==> config.mk <==
export PLATFORM = sky130hd
export DESIGN_NAME = mft_timer_ctrl
export DESIGN_NICKNAME = d
export VERILOG_FILES = /design/src/hw/mft_pkg.sv /design/src/hw/mft_edge_sync.sv /design/src/hw/mft_timer_ctrl.sv
export SDC_FILE = /design/constraint.sdc
export NUM_CORES = 1
export LEC_CHECK = 0
export BUFFER_PORTS_ARGS = -buffer_cell sky130_fd_sc_hd__buf_2
export CAP_MARGIN = 0
export CELL_PAD_IN_SITES_DETAIL_PLACEMENT = 1
export CELL_PAD_IN_SITES_GLOBAL_PLACEMENT = 1
export CORE_ASPECT_RATIO = 1.5
export CORE_MARGIN = 3
export CORE_UTILIZATION = 35
export DETAILED_ROUTE_END_ITERATION = 16
export MAX_ROUTING_LAYER = met4
export PLACE_DENSITY = 0.69
export SYNTH_ARGS = -nofsm -noshare
export SYNTH_HDL_FRONTEND = slang
export SYNTH_SLANG_ARGS = --single-unit
==> constraint.sdc <==
create_clock -name ref_clk -period 3.15 [get_ports ref_clk]
set_input_delay 0.315 -clock ref_clk [delete_from_list [all_inputs] [get_ports ref_clk]]
set_output_delay 0.315 -clock ref_clk [all_outputs]
set_load 0.03 [all_outputs]
==> src/hw/mft_pkg.sv <==
// Notes on behaviour
// - each timer has 8-bit status/enable and config registers, status bits 7..0 fixed
// - capture/compare mode: capture edge on input a or b sets its sticky flag
// - capture irq enable set: valid capture edge raises the timer interrupt request
// - compare flag b sets on counter equal register b, only when b compares
// - compare flag a sets when counter equals compare register a, only when a compares; sticky
// - compare irq enable set: match against either compare register raises request
// - wrap flag sets when counter counts on from FFFF to 0000, not on a clear at match; sticky
// - wrap irq enable set: each counter wrap raises the interrupt request
// - timer1 config bit 7 is sticky, set when real-time counter wraps FF to 00
// - capture edge select: 1 rising edges, 0 falling edges, both capture inputs
// - external clock edge select: 1 rising edges count, 0 falling edges count
// - prescaler field bits 4..2 divides system clock by 2 to the code
// - mode field bits 1..0: 00 soft, 01 pwm, 10 capture/compare, 11 events
// - timer2 config bit 7 selects port read source: 0 pins, 1 output register
// - pwm: count to a, clear, toggle, then to b, clear, toggle, alternating
// - software mode works like pwm without toggling; overflow also interrupts
// - capture/compare: counter free-runs; capture edge stores count; b is capture b
// - capture/compare: match on a toggles output, counter keeps counting
package mft_pkg;

  // register byte offsets inside one timer's window, window stride 0x20
  localparam logic [4:0] OFS_STAT = 5'h00;
  localparam logic [4:0] OFS_CFG  = 5'h04;
  localparam logic [4:0] OFS_CMPA = 5'h08;
  localparam logic [4:0] OFS_CMPB = 5'h0C;
  localparam logic [4:0] OFS_CAPA = 5'h10;
  localparam logic [4:0] OFS_CNT  = 5'h14;
  localparam int unsigned TSEL_BIT = 5;

  // status / enable register fields
  localparam int unsigned ST_CAPB   = 7;
  localparam int unsigned ST_CAPA   = 6;
  localparam int unsigned ST_CAPIE  = 5;
  localparam int unsigned ST_CMPB   = 4;
  localparam int unsigned ST_CMPA   = 3;
  localparam int unsigned ST_CMPIE  = 2;
  localparam int unsigned ST_WRAP   = 1;
  localparam int unsigned ST_WRAPIE = 0;
  localparam logic [7:0]  ST_FLAGS  = 8'hDA;

  // config register fields
  localparam int unsigned CF_TOP     = 7;
  localparam int unsigned CF_CAPEDGE = 6;
  localparam int unsigned CF_EXTEDGE = 5;
  localparam int unsigned CF_PS_LSB  = 2;
  localparam int unsigned CF_MODE_LSB = 0;

  // reset values and counter limits
  localparam logic [7:0]  STAT_RST = 8'h00;
  localparam logic [7:0]  CFG_RST  = 8'h00;
  localparam logic [15:0] CNT_RST  = 16'h0000;
  localparam logic [15:0] CNT_MAX  = 16'hFFFF;
  localparam logic [6:0]  PS_RST   = 7'h00;
  localparam logic [31:0] RDATA_RST = 32'h0000_0000;

  typedef enum logic [1:0] {
    MODE_SOFT   = 2'h0,
    MODE_PWM    = 2'h1,
    MODE_CAPCMP = 2'h2,
    MODE_EXTCNT = 2'h3
  } mft_mode_e;

  typedef enum logic {
    PH_A = 1'b0,
    PH_B = 1'b1
  } mft_phase_e;

  // pin group of one timer, also used for the detected edge pulses
  typedef struct packed {
    logic capA;
    logic capB;
    logic extClk;
  } mft_pins_s;

  // bus request held over into the data phase
  typedef struct packed {
    logic       wr;
    logic       rd;
    logic       hit;
    logic       tsel;
    logic [4:0] ofs;
  } mft_req_s;

endpackage

==> src/hw/mft_edge_sync.sv <==
`timescale 1ns/1ps
`default_nettype none
module mft_edge_sync
  import mft_pkg::*;
(
  input  wire logic      ref_clk,
  input  wire logic      rst_n,
  input  wire mft_pins_s pinsIn,
  input  wire logic      capEdgeSel,
  input  wire logic      extEdgeSel,
  output mft_pins_s      edgeOut
);

  mft_pins_s syncA_reg;
  mft_pins_s syncB_reg;
  mft_pins_s hist_reg;
  mft_pins_s rise;
  mft_pins_s fall;

  // two stages for the asynchronous pins, then one stage of history
  always_ff @(posedge ref_clk) begin
    if (!rst_n) begin
      syncA_reg <= '0;
      syncB_reg <= '0;
      hist_reg  <= '0;
    end else begin
      syncA_reg <= pinsIn;
      syncB_reg <= syncA_reg;
      hist_reg  <= syncB_reg;
    end
  end

  assign rise = syncB_reg & ~hist_reg;
  assign fall = ~syncB_reg & hist_reg;

  // edge polarity chosen per input class
  assign edgeOut.capA   = capEdgeSel ? rise.capA : fall.capA;
  assign edgeOut.capB   = capEdgeSel ? rise.capB : fall.capB;
  assign edgeOut.extClk = extEdgeSel ? rise.extClk : fall.extClk;

endmodule
`default_nettype wire

==> src/hw/mft_timer_ctrl.sv <==
`timescale 1ns/1ps
`default_nettype none
module mft_timer_ctrl
  import mft_pkg::*;
(
  input  wire logic            ref_clk,
  input  wire logic            rst_n,
  // ahb-lite slave
  input  wire logic            hsel,
  input  wire logic [31:0]     haddr,
  input  wire logic [1:0]      htrans,
  input  wire logic            hwrite,
  input  wire logic [2:0]      hsize,
  input  wire logic [31:0]     hwdata,
  input  wire logic            hready,
  output logic                 hreadyout,
  output logic [31:0]          hrdata,
  output logic                 hresp,
  // timer pins and system events
  input  wire mft_pins_s [1:0] timerPins,
  input  wire logic            rtWrap,
  output logic [1:0]           timerOut,
  output logic [1:0]           timerIrq,
  output logic                 portReadSrc
);

  mft_req_s    req_reg;
  logic        accept;
  logic [31:0] rdVal [2];
  logic [7:0]  cfgTop [2];

  // only word transfers are expected; narrower sizes act as whole words
  assign accept = hsel && hready && htrans[1];

  // address phase capture; reads take one wait state so that they see the
  // registers after any write whose data phase ended at the same edge
  always_ff @(posedge ref_clk) begin
    if (!rst_n) begin
      req_reg   <= '0;
      hreadyout <= 1'b1;
      hresp     <= 1'b0;
    end else begin
      req_reg.wr   <= accept && hwrite;
      req_reg.rd   <= accept && !hwrite;
      req_reg.hit  <= (haddr[31:6] == 26'h0) && (hsize <= 3'h2);
      req_reg.tsel <= haddr[TSEL_BIT];
      req_reg.ofs  <= {haddr[4:2], 2'b00};
      hreadyout    <= !(accept && !hwrite);
      hresp        <= 1'b0;
    end
  end

  // read data launched in the wait cycle; unmapped addresses read zero
  always_ff @(posedge ref_clk) begin
    if (!rst_n) begin
      hrdata <= RDATA_RST;
    end else if (req_reg.rd) begin
      hrdata <= req_reg.hit ? rdVal[req_reg.tsel] : RDATA_RST;
    end
  end

  // port read source sits in timer2's config top bit
  always_ff @(posedge ref_clk) begin
    if (!rst_n) begin
      portReadSrc <= 1'b0;
    end else begin
      portReadSrc <= cfgTop[1][CF_TOP];
    end
  end

  genvar t;
  generate
    for (t = 0; t < 2; t++) begin : g_tmr
      logic [7:0]  stat_reg;
      logic [7:0]  stat_next;
      logic [7:0]  cfg_reg;
      logic [7:0]  cfg_next;
      logic [15:0] cmpA_reg;
      logic [15:0] cmpB_reg;
      logic [15:0] capA_reg;
      logic [15:0] cnt_reg;
      logic [6:0]  ps_reg;
      mft_phase_e  phase_reg;
      logic        out_reg;
      logic        irq_reg;
      mft_pins_s   edges;
      mft_mode_e   mode;
      logic [2:0]  psSel;
      logic [6:0]  psMask;
      logic        psTick;
      logic        tick;
      logic        isCapCmp;
      logic [15:0] target;
      logic        match;
      logic        setCmpA;
      logic        setCmpB;
      logic        setWrap;
      logic        setCapA;
      logic        setCapB;
      logic        selThis;
      logic        wrStat;
      logic        wrCfg;
      logic        wrCmpA;
      logic        wrCmpB;

      mft_edge_sync u_sync (
        .ref_clk    (ref_clk),
        .rst_n      (rst_n),
        .pinsIn     (timerPins[t]),
        .capEdgeSel (cfg_reg[CF_CAPEDGE]),
        .extEdgeSel (cfg_reg[CF_EXTEDGE]),
        .edgeOut    (edges)
      );

      // write strobes for this timer's window, taken in the data phase
      assign selThis = req_reg.wr && req_reg.hit && (req_reg.tsel == 1'(t));
      assign wrStat  = selThis && (req_reg.ofs == OFS_STAT);
      assign wrCfg   = selThis && (req_reg.ofs == OFS_CFG);
      assign wrCmpA  = selThis && (req_reg.ofs == OFS_CMPA);
      assign wrCmpB  = selThis && (req_reg.ofs == OFS_CMPB);

      // mode and prescaler decode
      assign mode     = mft_mode_e'(cfg_reg[CF_MODE_LSB +: 2]);
      assign psSel    = cfg_reg[CF_PS_LSB +: 3];
      assign psMask   = 7'((8'h01 << psSel) - 8'h01);
      assign psTick   = (ps_reg & psMask) == psMask;
      assign isCapCmp = (mode == MODE_CAPCMP);
      // external event mode counts pin edges instead of prescaled clocks
      assign tick     = (mode == MODE_EXTCNT) ? edges.extClk : psTick;

      // in capture/compare only register a compares; otherwise phase picks it
      assign target = (isCapCmp || phase_reg == PH_A) ? cmpA_reg : cmpB_reg;
      assign match  = tick && (cnt_reg == target);
      assign setCmpA = match && (isCapCmp || phase_reg == PH_A);
      assign setCmpB = match && !isCapCmp && phase_reg == PH_B;
      // a clear on match is no wrap; the free-running count wraps in any mode
      assign setWrap = tick && (cnt_reg == CNT_MAX) && (isCapCmp || !match);
      assign setCapA = isCapCmp && edges.capA;
      assign setCapB = isCapCmp && edges.capB;

      // prescaler runs freely so a divisor change takes effect at once
      always_ff @(posedge ref_clk) begin
        if (!rst_n) begin
          ps_reg <= PS_RST;
        end else begin
          ps_reg <= ps_reg + 7'h01;
        end
      end

      // 16-bit counter: cleared on match except in capture/compare
      always_ff @(posedge ref_clk) begin
        if (!rst_n) begin
          cnt_reg <= CNT_RST;
        end else if (tick) begin
          if (match && !isCapCmp) begin
            cnt_reg <= CNT_RST;
          end else begin
            cnt_reg <= cnt_reg + 16'h0001;
          end
        end
      end

      // phase alternates between the two compare registers
      always_ff @(posedge ref_clk) begin
        if (!rst_n) begin
          phase_reg <= PH_A;
        end else if (isCapCmp) begin
          phase_reg <= PH_A;
        end else if (match) begin
          phase_reg <= (phase_reg == PH_A) ? PH_B : PH_A;
        end
      end

      // output toggle: pwm and event counter on every match, capture/compare
      // on a only; software timer leaves the pin alone
      always_ff @(posedge ref_clk) begin
        if (!rst_n) begin
          out_reg <= 1'b0;
        end else if (match && mode != MODE_SOFT) begin
          out_reg <= !out_reg;
        end
      end
      // software mode toggles nothing, it only raises flags and requests

      // compare register a is software only
      always_ff @(posedge ref_clk) begin
        if (!rst_n) begin
          cmpA_reg <= CNT_RST;
        end else if (wrCmpA) begin
          cmpA_reg <= hwdata[15:0];
        end
      end

      // register b doubles as capture b; a capture beats a software write
      always_ff @(posedge ref_clk) begin
        if (!rst_n) begin
          cmpB_reg <= CNT_RST;
        end else if (setCapB) begin
          cmpB_reg <= cnt_reg;
        end else if (wrCmpB) begin
          cmpB_reg <= hwdata[15:0];
        end
      end

      // dedicated capture register a
      always_ff @(posedge ref_clk) begin
        if (!rst_n) begin
          capA_reg <= CNT_RST;
        end else if (setCapA) begin
          capA_reg <= cnt_reg;
        end
      end

      // status: enables written directly, flags only cleared by a written 0,
      // hardware sets applied last so they win over a clear
      always_comb begin
        stat_next = stat_reg;
        if (wrStat) begin
          stat_next = (hwdata[7:0] & ~ST_FLAGS) |
                      (stat_reg & hwdata[7:0] & ST_FLAGS);
        end
        if (setCapB) stat_next[ST_CAPB] = 1'b1;
        if (setCapA) stat_next[ST_CAPA] = 1'b1;
        if (setCmpB) stat_next[ST_CMPB] = 1'b1;
        if (setCmpA) stat_next[ST_CMPA] = 1'b1;
        if (setWrap) stat_next[ST_WRAP] = 1'b1;
      end

      always_ff @(posedge ref_clk) begin
        if (!rst_n) begin
          stat_reg <= STAT_RST;
        end else begin
          stat_reg <= stat_next;
        end
      end

      // config: timer1's top bit is the sticky real-time wrap flag,
      // timer2's top bit is a plain control bit
      always_comb begin
        cfg_next = cfg_reg;
        if (wrCfg) begin
          cfg_next = hwdata[7:0];
          if (t == 0) begin
            cfg_next[CF_TOP] = cfg_reg[CF_TOP] & hwdata[CF_TOP];
          end
        end
        if (t == 0 && rtWrap) begin
          cfg_next[CF_TOP] = 1'b1;
        end
      end

      always_ff @(posedge ref_clk) begin
        if (!rst_n) begin
          cfg_reg <= CFG_RST;
        end else begin
          cfg_reg <= cfg_next;
        end
      end

      // request held as long as any enabled flag stays set
      always_ff @(posedge ref_clk) begin
        if (!rst_n) begin
          irq_reg <= 1'b0;
        end else begin
          irq_reg <= (stat_reg[ST_CAPIE] && (stat_reg[ST_CAPA] || stat_reg[ST_CAPB])) ||
                     (stat_reg[ST_CMPIE] && (stat_reg[ST_CMPA] || stat_reg[ST_CMPB])) ||
                     (stat_reg[ST_WRAPIE] && stat_reg[ST_WRAP]);
        end
      end

      // register read view of this timer
      always_comb begin
        rdVal[t] = RDATA_RST;
        unique case (req_reg.ofs)
          OFS_STAT: rdVal[t] = {24'h0, stat_reg};
          OFS_CFG:  rdVal[t] = {24'h0, cfg_reg};
          OFS_CMPA: rdVal[t] = {16'h0, cmpA_reg};
          OFS_CMPB: rdVal[t] = {16'h0, cmpB_reg};
          OFS_CAPA: rdVal[t] = {16'h0, capA_reg};
          OFS_CNT:  rdVal[t] = {16'h0, cnt_reg};
          default:  rdVal[t] = RDATA_RST;
        endcase
      end

      assign cfgTop[t]   = cfg_reg;
      assign timerOut[t] = out_reg;
      assign timerIrq[t] = irq_reg;
    end
  endgenerate

endmodule
`default_nettype wire

# ---- Yosys cells after proc, flatten, opt, wreduce, memory -nomap -nowiden
# Cells that the tools add are included.
dict set report totals {
  ff_bits 241
  in_bits 81
  out_inout_bits 39
  word_cells 220
}
dict set report op_classes {
  n_addsub 6
  magnitude_cmp 2
  n_eq_ne 15
  n_shift 2
  mux 38
  bitwise 20
  reduce_logical 79
}
# op n
set op_table {}
lappend op_table {{one-hot mux 16 bit (6 select lines)} 2}
lappend op_table {{two-way mux 16 bit} 8}
lappend op_table {{two-way mux 32 bit} 4}
lappend op_table {{logical AND 1 bit} 40}
lappend op_table {{adder 16 x 1 -> 16 bit (second input constant)} 2}
lappend op_table {{== test 16 bit} 2}
lappend op_table {{== test 16 bit (second input constant)} 2}
lappend op_table {{nonzero test 2 bit} 15}
lappend op_table {{zero test 26 bit} 1}
lappend op_table {{two-way mux 8 bit} 3}
lappend op_table {{two-way mux 1 bit} 21}
lappend op_table {{bitwise AND 8 bit} 2}
lappend op_table {{bitwise OR 6 x 8 -> 8 bit} 2}
lappend op_table {{adder 7 x 1 -> 7 bit (second input constant)} 2}
lappend op_table {{bitwise AND 7 bit} 2}
lappend op_table {{== test 7 bit} 2}
lappend op_table {{<< shifter 1 x 3 -> 7 bit (first input constant)} 2}
lappend op_table {{subtractor 7 x 1 -> 7 bit (second input constant)} 2}
lappend op_table {{bitwise AND 3 bit} 4}
lappend op_table {{logical OR 1 bit} 12}
lappend op_table {{NOT 3 bit} 4}
lappend op_table {{== test 5 x 4 -> 1 bit (second input constant)} 2}
lappend op_table {{== test 5 bit (second input constant)} 2}
lappend op_table {{== test 2 bit (second input constant)} 4}
lappend op_table {{other kinds (9)} 20}

# ---- Logic depth before layout (Yosys ltp)
# Gate-level depths: netlist of the first run.
dict set report logic_depth {
  word_depth 10
  depth_mapped 12
  mapped_depth_nobuf 10
}

# ---- Cells and area by module
# A second synthesis of the first run with hierarchy kept.
dict set report unflattened {
  cells_unflattened 1454
  hier_area_um2 11394.7
}
# module instances cells_each area_each_um2 seq_area_each_um2
set modules_own_cells {}
lappend modules_own_cells {mft_timer_ctrl 1 1400 10794.1 4103.9}
lappend modules_own_cells {mft_edge_sync 2 27 300.3 180.2}

# ---- Least setup slack after synthesis of the first run
# Ideal clock, no wire load.
dict set report synth_timing {
  path_kind {flip-flop to flip-flop}
  start {register g_tmr[0].cfg_reg[3]}
  end {register g_tmr[0].cnt_reg[15]}
  setup_ps 135
  arrival_ps 2625
  required_ps 3015
  path_slack_ps 390
  path_stages_with_launch 12
  path_buffers 2
  period_less_slack_ps 2760
  path_cell_list {dfxtp_1 -> clkbuf_1 -> or3_1 -> ha_1 -> and2_0 -> o21ai_1 -> a21oi_1 -> o41ai_1 -> clkbuf_1 -> nand3_1 -> xnor2_1 -> nor2_1}
}
dict set report synth_via {
  elab_chain_len 8
}
# element line
set synth_rtl {}
lappend synth_rtl {{start: declaration} mft_timer_ctrl.sv:76} ;# logic [7:0] cfg_reg;
lappend synth_rtl {{start signal: assignment} mft_timer_ctrl.sv:256} ;# cfg_reg <= cfg_next;
lappend synth_rtl {{<< shifter 1 x 3 -> 7 bit *} mft_timer_ctrl.sv:125} ;# assign psMask = 7'((8'h01 << psSel) - 8'h01);
lappend synth_rtl {{subtractor 7 x 1 -> 7 bit *} mft_timer_ctrl.sv:125}
lappend synth_rtl {{bitwise AND 7 bit} mft_timer_ctrl.sv:126} ;# assign psTick = (ps_reg & psMask) == psMask;
lappend synth_rtl {{== test 7 bit *} mft_timer_ctrl.sv:126}
lappend synth_rtl {{two-way mux 1 bit *} mft_timer_ctrl.sv:129} ;# assign tick = (mode == MODE_EXTCNT) ? edges.extClk : psTick;
lappend synth_rtl {{logical AND 1 bit} mft_timer_ctrl.sv:133} ;# assign match = tick && (cnt_reg == target);
lappend synth_rtl {{logical AND 1 bit} mft_timer_ctrl.sv:155} ;# if (match && !isCapCmp) begin
lappend synth_rtl {{two-way mux 16 bit} mft_timer_ctrl.sv:155}
lappend synth_rtl {{end signal: assignment} mft_timer_ctrl.sv:158} ;# cnt_reg <= cnt_reg + 16'h0001;
lappend synth_rtl {{end: declaration} mft_timer_ctrl.sv:81} ;# logic [15:0] cnt_reg;
# Mark *: on every way between the ends. The rest lies on a longest branch, timed or not.
# A chain may end at the register's enable or synchronous reset.

# ---- Final worst setup path of the first run
dict set report layout_timing {
  start {register g_tmr[0].cfg_reg[0]}
  end {register g_tmr[0].phase_reg}
}
dict set report layout_via {
  elab_chain_len 5
  elab_cells_between_ends 8
}
# element line
set layout_rtl {}
lappend layout_rtl {{== test 2 bit} mft_timer_ctrl.sv:127} ;# assign isCapCmp = (mode == MODE_CAPCMP);
lappend layout_rtl {{logical OR 1 bit} mft_timer_ctrl.sv:132} ;# assign target = (isCapCmp || phase_reg == PH_A) ? cmpA_reg : cmpB_reg;
lappend layout_rtl {{two-way mux 16 bit} mft_timer_ctrl.sv:132}
lappend layout_rtl {{== test 16 bit} mft_timer_ctrl.sv:133}
lappend layout_rtl {{logical AND 1 bit} mft_timer_ctrl.sv:133}
lappend layout_rtl {{end signal: assignment} mft_timer_ctrl.sv:170} ;# phase_reg <= (phase_reg == PH_A) ? PH_B : PH_A;
lappend layout_rtl {{end: declaration} mft_timer_ctrl.sv:83} ;# mft_phase_e phase_reg;
# Several ways; a longest one is shown, not always the timed one.

==> impl_metrics.yaml, run 1 <==
status:
  outcome: "completed"
setup_path:
  path_class: "reg2reg"
  crit_start: "g_tmr[0].cfg_reg[0]$_SDFFE_PN0P_"
  cp_max_fo: 12
  crit_slowest_cell: "or4_4"
  worst_setup_path_end_kind: "flop"
  crit_required_ps: 3630
  rr_endpoint: "g_tmr[0].phase_reg$_SDFFE_PP0N_"
  r2r_setup_slack_ps: 210
  cpPeakStageDelay_ps: 540
  arrival_ps: 3420
  crit_chain: "nand2b_1 > and3_1 > or3_1 > a221o_1 > or4_4 > buf_4 > nor3_2 > mux2i_1"
  ff2ff_path_depth: 8
  start_kind: "flop"
  r2r-start: "g_tmr[0].cfg_reg[0]$_SDFFE_PN0P_"
timing:
  grt_setup_unrepaired: "no"
  fmax_ghz: 0.341
  final.setup.tns_ps: 0
  layout_setup_ws_ps: 215
  hold_viol: 0
  slew_viol_final: 0
  slew_headroom_pct: 48.5
  finalCritPeriodShare_pct: 93.2
  worstMarginPinSlew_ps: 772
  setup_viol: 0
  fin_crit_ps: 2940
  fin_skew_ps: 25.8
clock_network:
  cts-root-buf: "clkbuf_16"
  clk_latency_ps: 550
  cts_tree: "built"
  numCtsBuffers: 24
  path_clk_slew_ps: 70
  cts.sinks: 223
  htreeDepth: 1
  cts-resized-gates: 0
  clockBufferDepth: 3
die:
  fp.dieH_um: 228
  row_count: 80
  dieArea_um2: 35100
  initial_core_util_pct: 35.8
  core_um2: 32100
  die_x_um: 154
  io_pins: 120
power_and_ir_drop:
  seqPwrFrac_pct: 43.7
  p_leak_nw: 4.71
  p_int_w: 0.00488
  power.share.clock_pct: 40.6
  p_comb_share_pct: 15.7
  power.density_nw_per_um2: 520
  p_sw_w: 0.00202
  switching_share_pct: 29.3
  irDropWorstVdd_mv: 0.370
logic_synthesis:
  syn_area_um2: 11500
  yosysSeqAreaShare_pct: 38.8
  synth_cell_type_count: 66
  syn_inst: 1411
  synth.avg_cell_area_um2: 8.15
  async_reset_ff_share_pct: 0
  ys_ff_latch: 223
  synth-main-ff-cell: "dfxtp_1"
  yosysWarnings: 0
  synth-edff-count: 0
placement:
  place_ws_ps: 149
  place_hpwl_mm: 29.8
  port_buffers: 83
  place_congestion: 0.901
global_routing:
  antenna_found_initial: 0
  grt_pass1_vias: 11200
  grt_pass1_wl_mm: 63.5
  grt_overflow: 0
  grt_start_max_net_pins: 74
  grt_usage_pct: 23.3
drt:
  ant_nets: 0
  wl_per_cell_um: 21.5
  detail_route.vias_per_cell: 5.64
  drtIter0Drc: 498
  first_pass_iters: 6
  wl_mm: 40.9
  vias: 10700
  drc: 0
finish:
  final_common_cell: "dfxtp_1"
  final_cell_mix: "dfxtp_1, nor2_1, nand2_1"
  nNetsFinal: 1555
  n_antenna_cell: 0
  drive_gt1_share_pct: 14.9
  area_growth_pct: 15.4
worst_hold_path:
  min_from: "timerPins[5]"
  hold_end: "g_tmr[1].u_sync.syncA_reg[2]$_SDFF_PN0_"
  hold_depth: 2
  min_path_type: "in2reg"
flow_run:
  drv_cap: 0
==> area by class of cell <==
| type | count | area, um^2 |
|---|---|---|
| fill | 3822 | 18900 |
| multi-input combinational | 1022 | 6360 |
| sequential | 223 | 4470 |
| timing repair buffer | 152 | 986 |
| clock buffer | 30 | 663 |
| tap | 410 | 513 |
| inverter | 46 | 175 |
| clock inverter | 14 | 106 |
==> synthesized netlist by cell type, types with 4 or more instances <==
library cell	count	share of area [%]
o21ai_1	14	0.61
xor2_1	13	0.99
nor2_1	178	5.8
ha_1	5	0.54
o22ai_1	31	1.7
nand2b_1	24	1.3
mux2i_1	117	10
a2111oi_0	5	0.38
nand3_1	61	2.7
and3_1	13	0.71
clkbuf_1	100	3.3
a21oi_1	85	3.7
a211oi_1	36	2.3
o2111ai_1	8	0.61
dfxtp_1	223	39
o21ai_0	41	1.8
a22oi_1	15	0.98
nor3_1	16	0.70
and2_1	33	1.8
inv_1	42	1.4
buf_1	11	0.36
mux4_2	6	1.2
nor2b_1	11	0.60
xnor2_1	27	2.1
o211ai_1	9	0.59
nor3b_1	4	0.26
and4_1	4	0.30
nand4_1	12	0.65
a31oi_1	7	0.38
nand2_1	131	4.3
o2bb2ai_1	5	0.38
mux2_2	14	1.4
or3_1	7	0.38
nor4_1	21	1.1
buf_4	22	1.4
o221ai_1	11	0.84
==> routing by layer <==
metal | GRT usage, % | part of all wire (%) | vias up
li1 | - | - | 5046
met1 | 24.6 | 38 | 5308
met2 | 43.0 | 54 | 233
met3 | 2.24 | 3.2 | 111
met4 | 10.8 | 5.0 | 0
met5 | - | 0 | -
==> metrics by stage <==
stage | std cells | utilization [%] | area (um^2) | hold slack (ps) | power, W
2_1_floorplan | 1427 | - | 11600 | 399 | 0.00375
3_3_place_gp | 1841 | 38.5 | 12400 | 414 | 0.00410
3_5_place_dp | 1841 | 38.5 | 12400 | 424 | 0.00413
4_1_cts | 1896 | 41.3 | 13300 | 10.5 | 0.00696
5_1_grt | 1897 | 41.3 | 13300 | 34.2 | 0.00719
6_report | 1897 | 41.3 | 13300 | 17.9 | 0.00690
==> cells by family (layout without fill, tap and decap cells) <==
| kind of cell | Yosys count | count (layout) | synth area share [%] |
|---|---|---|---|
| DFF | 223 | 223 | 38.8 |
| adders and majority gates | 5 | 5 | 0.544 |
| xor gates and xnor gates | 40 | 40 | 3.05 |
| AOI/OAI and AO/OA | 297 | 297 | 16.7 |
| muxes | 137 | 137 | 12.7 |
| buffers and inverters | 182 | 242 | 6.69 |
| and+or+nand+nor | 526 | 526 | 21.5 |
| other | 1 | 17 | 0.0326 |
==> power by group through the flow <==
stage / logic (W) / clock network, W / registers, W
2_1_floorplan: 0.000752 / 0 / 0.00300
6_report: 0.00108 / 0.00281 / 0.00302
5_1_grt: 0.00117 / 0.00299 / 0.00303
3_5_place_dp: 0.00105 / 0 / 0.00308
4_1_cts: 0.00107 / 0.00288 / 0.00301
3_3_place_gp: 0.00103 / 0 / 0.00307
==> worst max path at each step <==
stage / end
after floorplan: g_tmr[0].cnt_reg[15]$_SDFFE_PN0N_
after global placement: g_tmr[0].cnt_reg[6]$_SDFFE_PN0N_
after detailed placement: g_tmr[0].cnt_reg[14]$_SDFFE_PN0N_
after CTS: g_tmr[0].cnt_reg[14]$_SDFFE_PN0N_
after global routing: g_tmr[0].cnt_reg[15]$_SDFFE_PN0N_
final: g_tmr[0].phase_reg$_SDFFE_PP0N_
==> what timing repair did <==
item | CTS | global route
endpoints found under the setup margin | 0 | 9
hold buffers | 11 | 0
hold endpoints to repair | 12 | 0
buffers inserted | 0 | 1
==> critical path, delay by kind of cell (launching register included) <==
| kind | cells | cell delay, ps |
|---|---|---|
| AO/OA/AOI/OAI | 1 | 350 |
| buffers and inverters | 1 | 210 |
| flip-flops | 1 | 310 |
| multiplexers | 1 | 210 |
| AND/OR/NAND/NOR | 5 | 1790 |
(Power assumes the default switching activity.)
==> inputs of run 2 (changes only) <==
--- a/config.mk
+++ b/config.mk
@@ -5,16 +5,17 @@
 export SDC_FILE = /design/constraint.sdc
 export NUM_CORES = 1
 export LEC_CHECK = 0
-export BUFFER_PORTS_ARGS = -buffer_cell sky130_fd_sc_hd__buf_2
+export ABC_AREA = 1
+export BUFFER_PORTS_ARGS = -buffer_cell sky130_fd_sc_hd__clkbuf_2
 export CAP_MARGIN = 0
 export CELL_PAD_IN_SITES_DETAIL_PLACEMENT = 1
 export CELL_PAD_IN_SITES_GLOBAL_PLACEMENT = 1
 export CORE_ASPECT_RATIO = 1.5
 export CORE_MARGIN = 3
-export CORE_UTILIZATION = 35
+export CORE_UTILIZATION = 30
 export DETAILED_ROUTE_END_ITERATION = 16
 export MAX_ROUTING_LAYER = met4
-export PLACE_DENSITY = 0.69
+export PLACE_DENSITY = 0.63
 export SYNTH_ARGS = -nofsm -noshare
 export SYNTH_HDL_FRONTEND = slang
 export SYNTH_SLANG_ARGS = --single-unit
==> run 2 against run 1 <==
Register-to-register slack improved by 450 ps. Core utilization decreased by 6.0 points. Count of clock-buffer cells in the layout increased by 8. Global-route usage decreased by 1.0 points. Synthesized cell count increased by 17%. Clock skew decreased by 14 ps. First-iteration DRC count increased by 40%. Non-clock buffer count decreased by 19. Largest power group unchanged.
==> impl_metrics.yaml, run 2 <==
placement:
  place_congestion: 0.865
  port_buffers: 83
  place_hpwl_mm: 31.3
global_routing:
  antenna_found_initial: 0
  grt_pass1_wl_mm: 68.1
  grt_usage_pct: 22.2
  grt_start_max_net_pins: 80
  grt_pass1_vias: 11900
  grt_overflow: 0
clock_network:
  cts-root-buf: "clkbuf_16"
  cts.sinks: 223
  htreeDepth: 1
  cts_tree: "built"
  clockBufferDepth: 3
  numCtsBuffers: 25
  clk_latency_ps: 550
  path_clk_slew_ps: 60
timing:
  slew_headroom_pct: 41.4
  fin_skew_ps: 12.0
  final.setup.tns_ps: 0
  fin_crit_ps: 2480
  worstMarginPinSlew_ps: 877
  hold_viol: 0
  finalCritPeriodShare_pct: 78.8
  setup_viol: 0
  grt_setup_unrepaired: "no"
  fmax_ghz: 0.403
  slew_viol_final: 0
logic_synthesis:
  ys_top_cells_by_count: "nand2_1, dfxtp_1, inv_1"
  async_reset_ff_share_pct: 0
  syn_area_um2: 11300
  synth_cell_type_count: 43
  synth_most_common_cell: "nand2_1"
  synth.largest_area_cell: "dfxtp_1"
  syn_inst: 1645
  yosysSeqAreaShare_pct: 39.6
  synth-edff-count: 0
  netlist.area_leader.share_pct: 39.6
  ys_ff_latch: 223
  synth-main-ff-cell: "dfxtp_1"
  synth.avg_cell_area_um2: 6.85
  synthTopCellsByArea: "dfxtp_1, nand2_1, o21ai_0"
  yosysWarnings: 0
setup_path:
  crit_chain: "inv_1 > buf_4 > nor3_1 > inv_1 > nor2_1 > inv_1 > o21ai_0 > a21oi_1"
  arrival_ps: 2890
  cpLargestDelayFamily: "buffers and inverters"
  cp_max_fo: 26
  start_kind: "flop"
  path_class: "reg2reg"
  worst_setup_path_end_kind: "flop"
  cpPeakStageDelay_ps: 550
  crit_slowest_cell: "inv_1"
  cp_num_buf_inv: 4
  crit_required_ps: 3550
  cp_common_cell: "inv_1"
finish:
  finish.utilization_pct: 35.3
  final_cell_mix: "nand2_1, dfxtp_1, inv_1"
  drive_gt1_share_pct: 10.7
  final_common_cell: "nand2_1"
  n_fill_cell: 4678
  area_growth_pct: 15.7
  nNetsFinal: 1804
  n_antenna_cell: 0
drt:
  drtIter0Drc: 696
  wl_mm: 43.5
  first_pass_iters: 5
  drc: 0
  ant_nets: 0
  vias: 11500
  detail_route.vias_per_cell: 5.16
  wl_per_cell_um: 19.6
power_and_ir_drop:
  power.density_nw_per_um2: 600
  p_leak_nw: 5.16
  irDropWorstVdd_mv: 0.299
  totalPowerFinal_w: 0.00783
die:
  initial_core_util_pct: 30.5
  row_count: 86
  io_pins: 120
  fp.dieH_um: 243
  core_um2: 36900
  dieArea_um2: 40000
  die_x_um: 164
worst_hold_path:
  min_path_type: "in2reg"
status:
  outcome: "completed"
flow_run:
  drv_cap: 0
run 2: logic make-up after synthesis:
group,share of synthesized area [%]
other,0.0333
AOI/OAI and AO/OA,23.8
and+or+nand+nor,23.1
xor gates and xnor gates,0.622
DFF,39.6
buffers and inverters,12.2
adders and majority gates,0.555
run 2: power by group:
part,leakage [nW],switching [W],internal (W)
Sequential,1.80,0.0000774,0.00290
Clock,0.395,0.00126,0.00169
Combinational,2.96,0.00133,0.000574
run 2: through the flow:
step	worst slack (ps)	instance area (um^2)	instances	hold WS, ps
detailed placement	642	12100	2163	400
floorplan	1200	11300	1661	390
global route	406	13000	2218	50.9
global placement	712	12100	2163	393
finish	668	13000	2218	23.2
CTS	631	13000	2218	3.58
run 2: routing by layer:
metal	up-vias	share of wire (%)	track usage (%)
li1	5587	-	-
met1	5554	41	25.1
met2	215	53	40.8
met3	96	2.9	1.62
met4	0	3.6	7.54
met5	-	0	-
run 2: repair_timing:
item / in CTS / in global routing
endpoints found under the setup margin: 0 / 0
hold endpoints to repair: 13 / 0
setup buffers: 0 / 0
hold buffers: 12 / 0
resized for setup: 0 / 0
run 2: path summary, 6_finish.rpt:
check	cells past startpoint	slack (ps)	to	startpoint
setup / recovery	8	670	g_tmr[1].cmpA_reg[14]$_SDFFE_PN0P_	req_reg[5]$_SDFF_PN0_
hold / removal	4	20	req_reg[6]$_SDFF_PN0_	haddr[24]
setup reg to reg	8	670	g_tmr[1].cmpA_reg[14]$_SDFFE_PN0P_	req_reg[5]$_SDFF_PN0_
hold reg to reg	2	410	g_tmr[0].u_sync.syncB_reg[1]$_SDFF_PN0_	g_tmr[0].u_sync.syncA_reg[1]$_SDFF_PN0_
run 2: cell type report:
cell class                 instances  area (um^2)  area share [%]
inverter                         223          837            6.42
tap                              484          606            4.65
clock buffer                      38          734            5.63
clock inverter                     5         65.1           0.499
timing repair buffer             133          836            6.41
multi-input combinational       1112         5490            42.1
sequential                       223         4460            34.2
run 2: tightest hold or removal path, delay by kind of cell:
family | cells | cell delay, ps
buffers and inverters | 1 | 80
AND/OR/NAND/NOR | 3 | 140
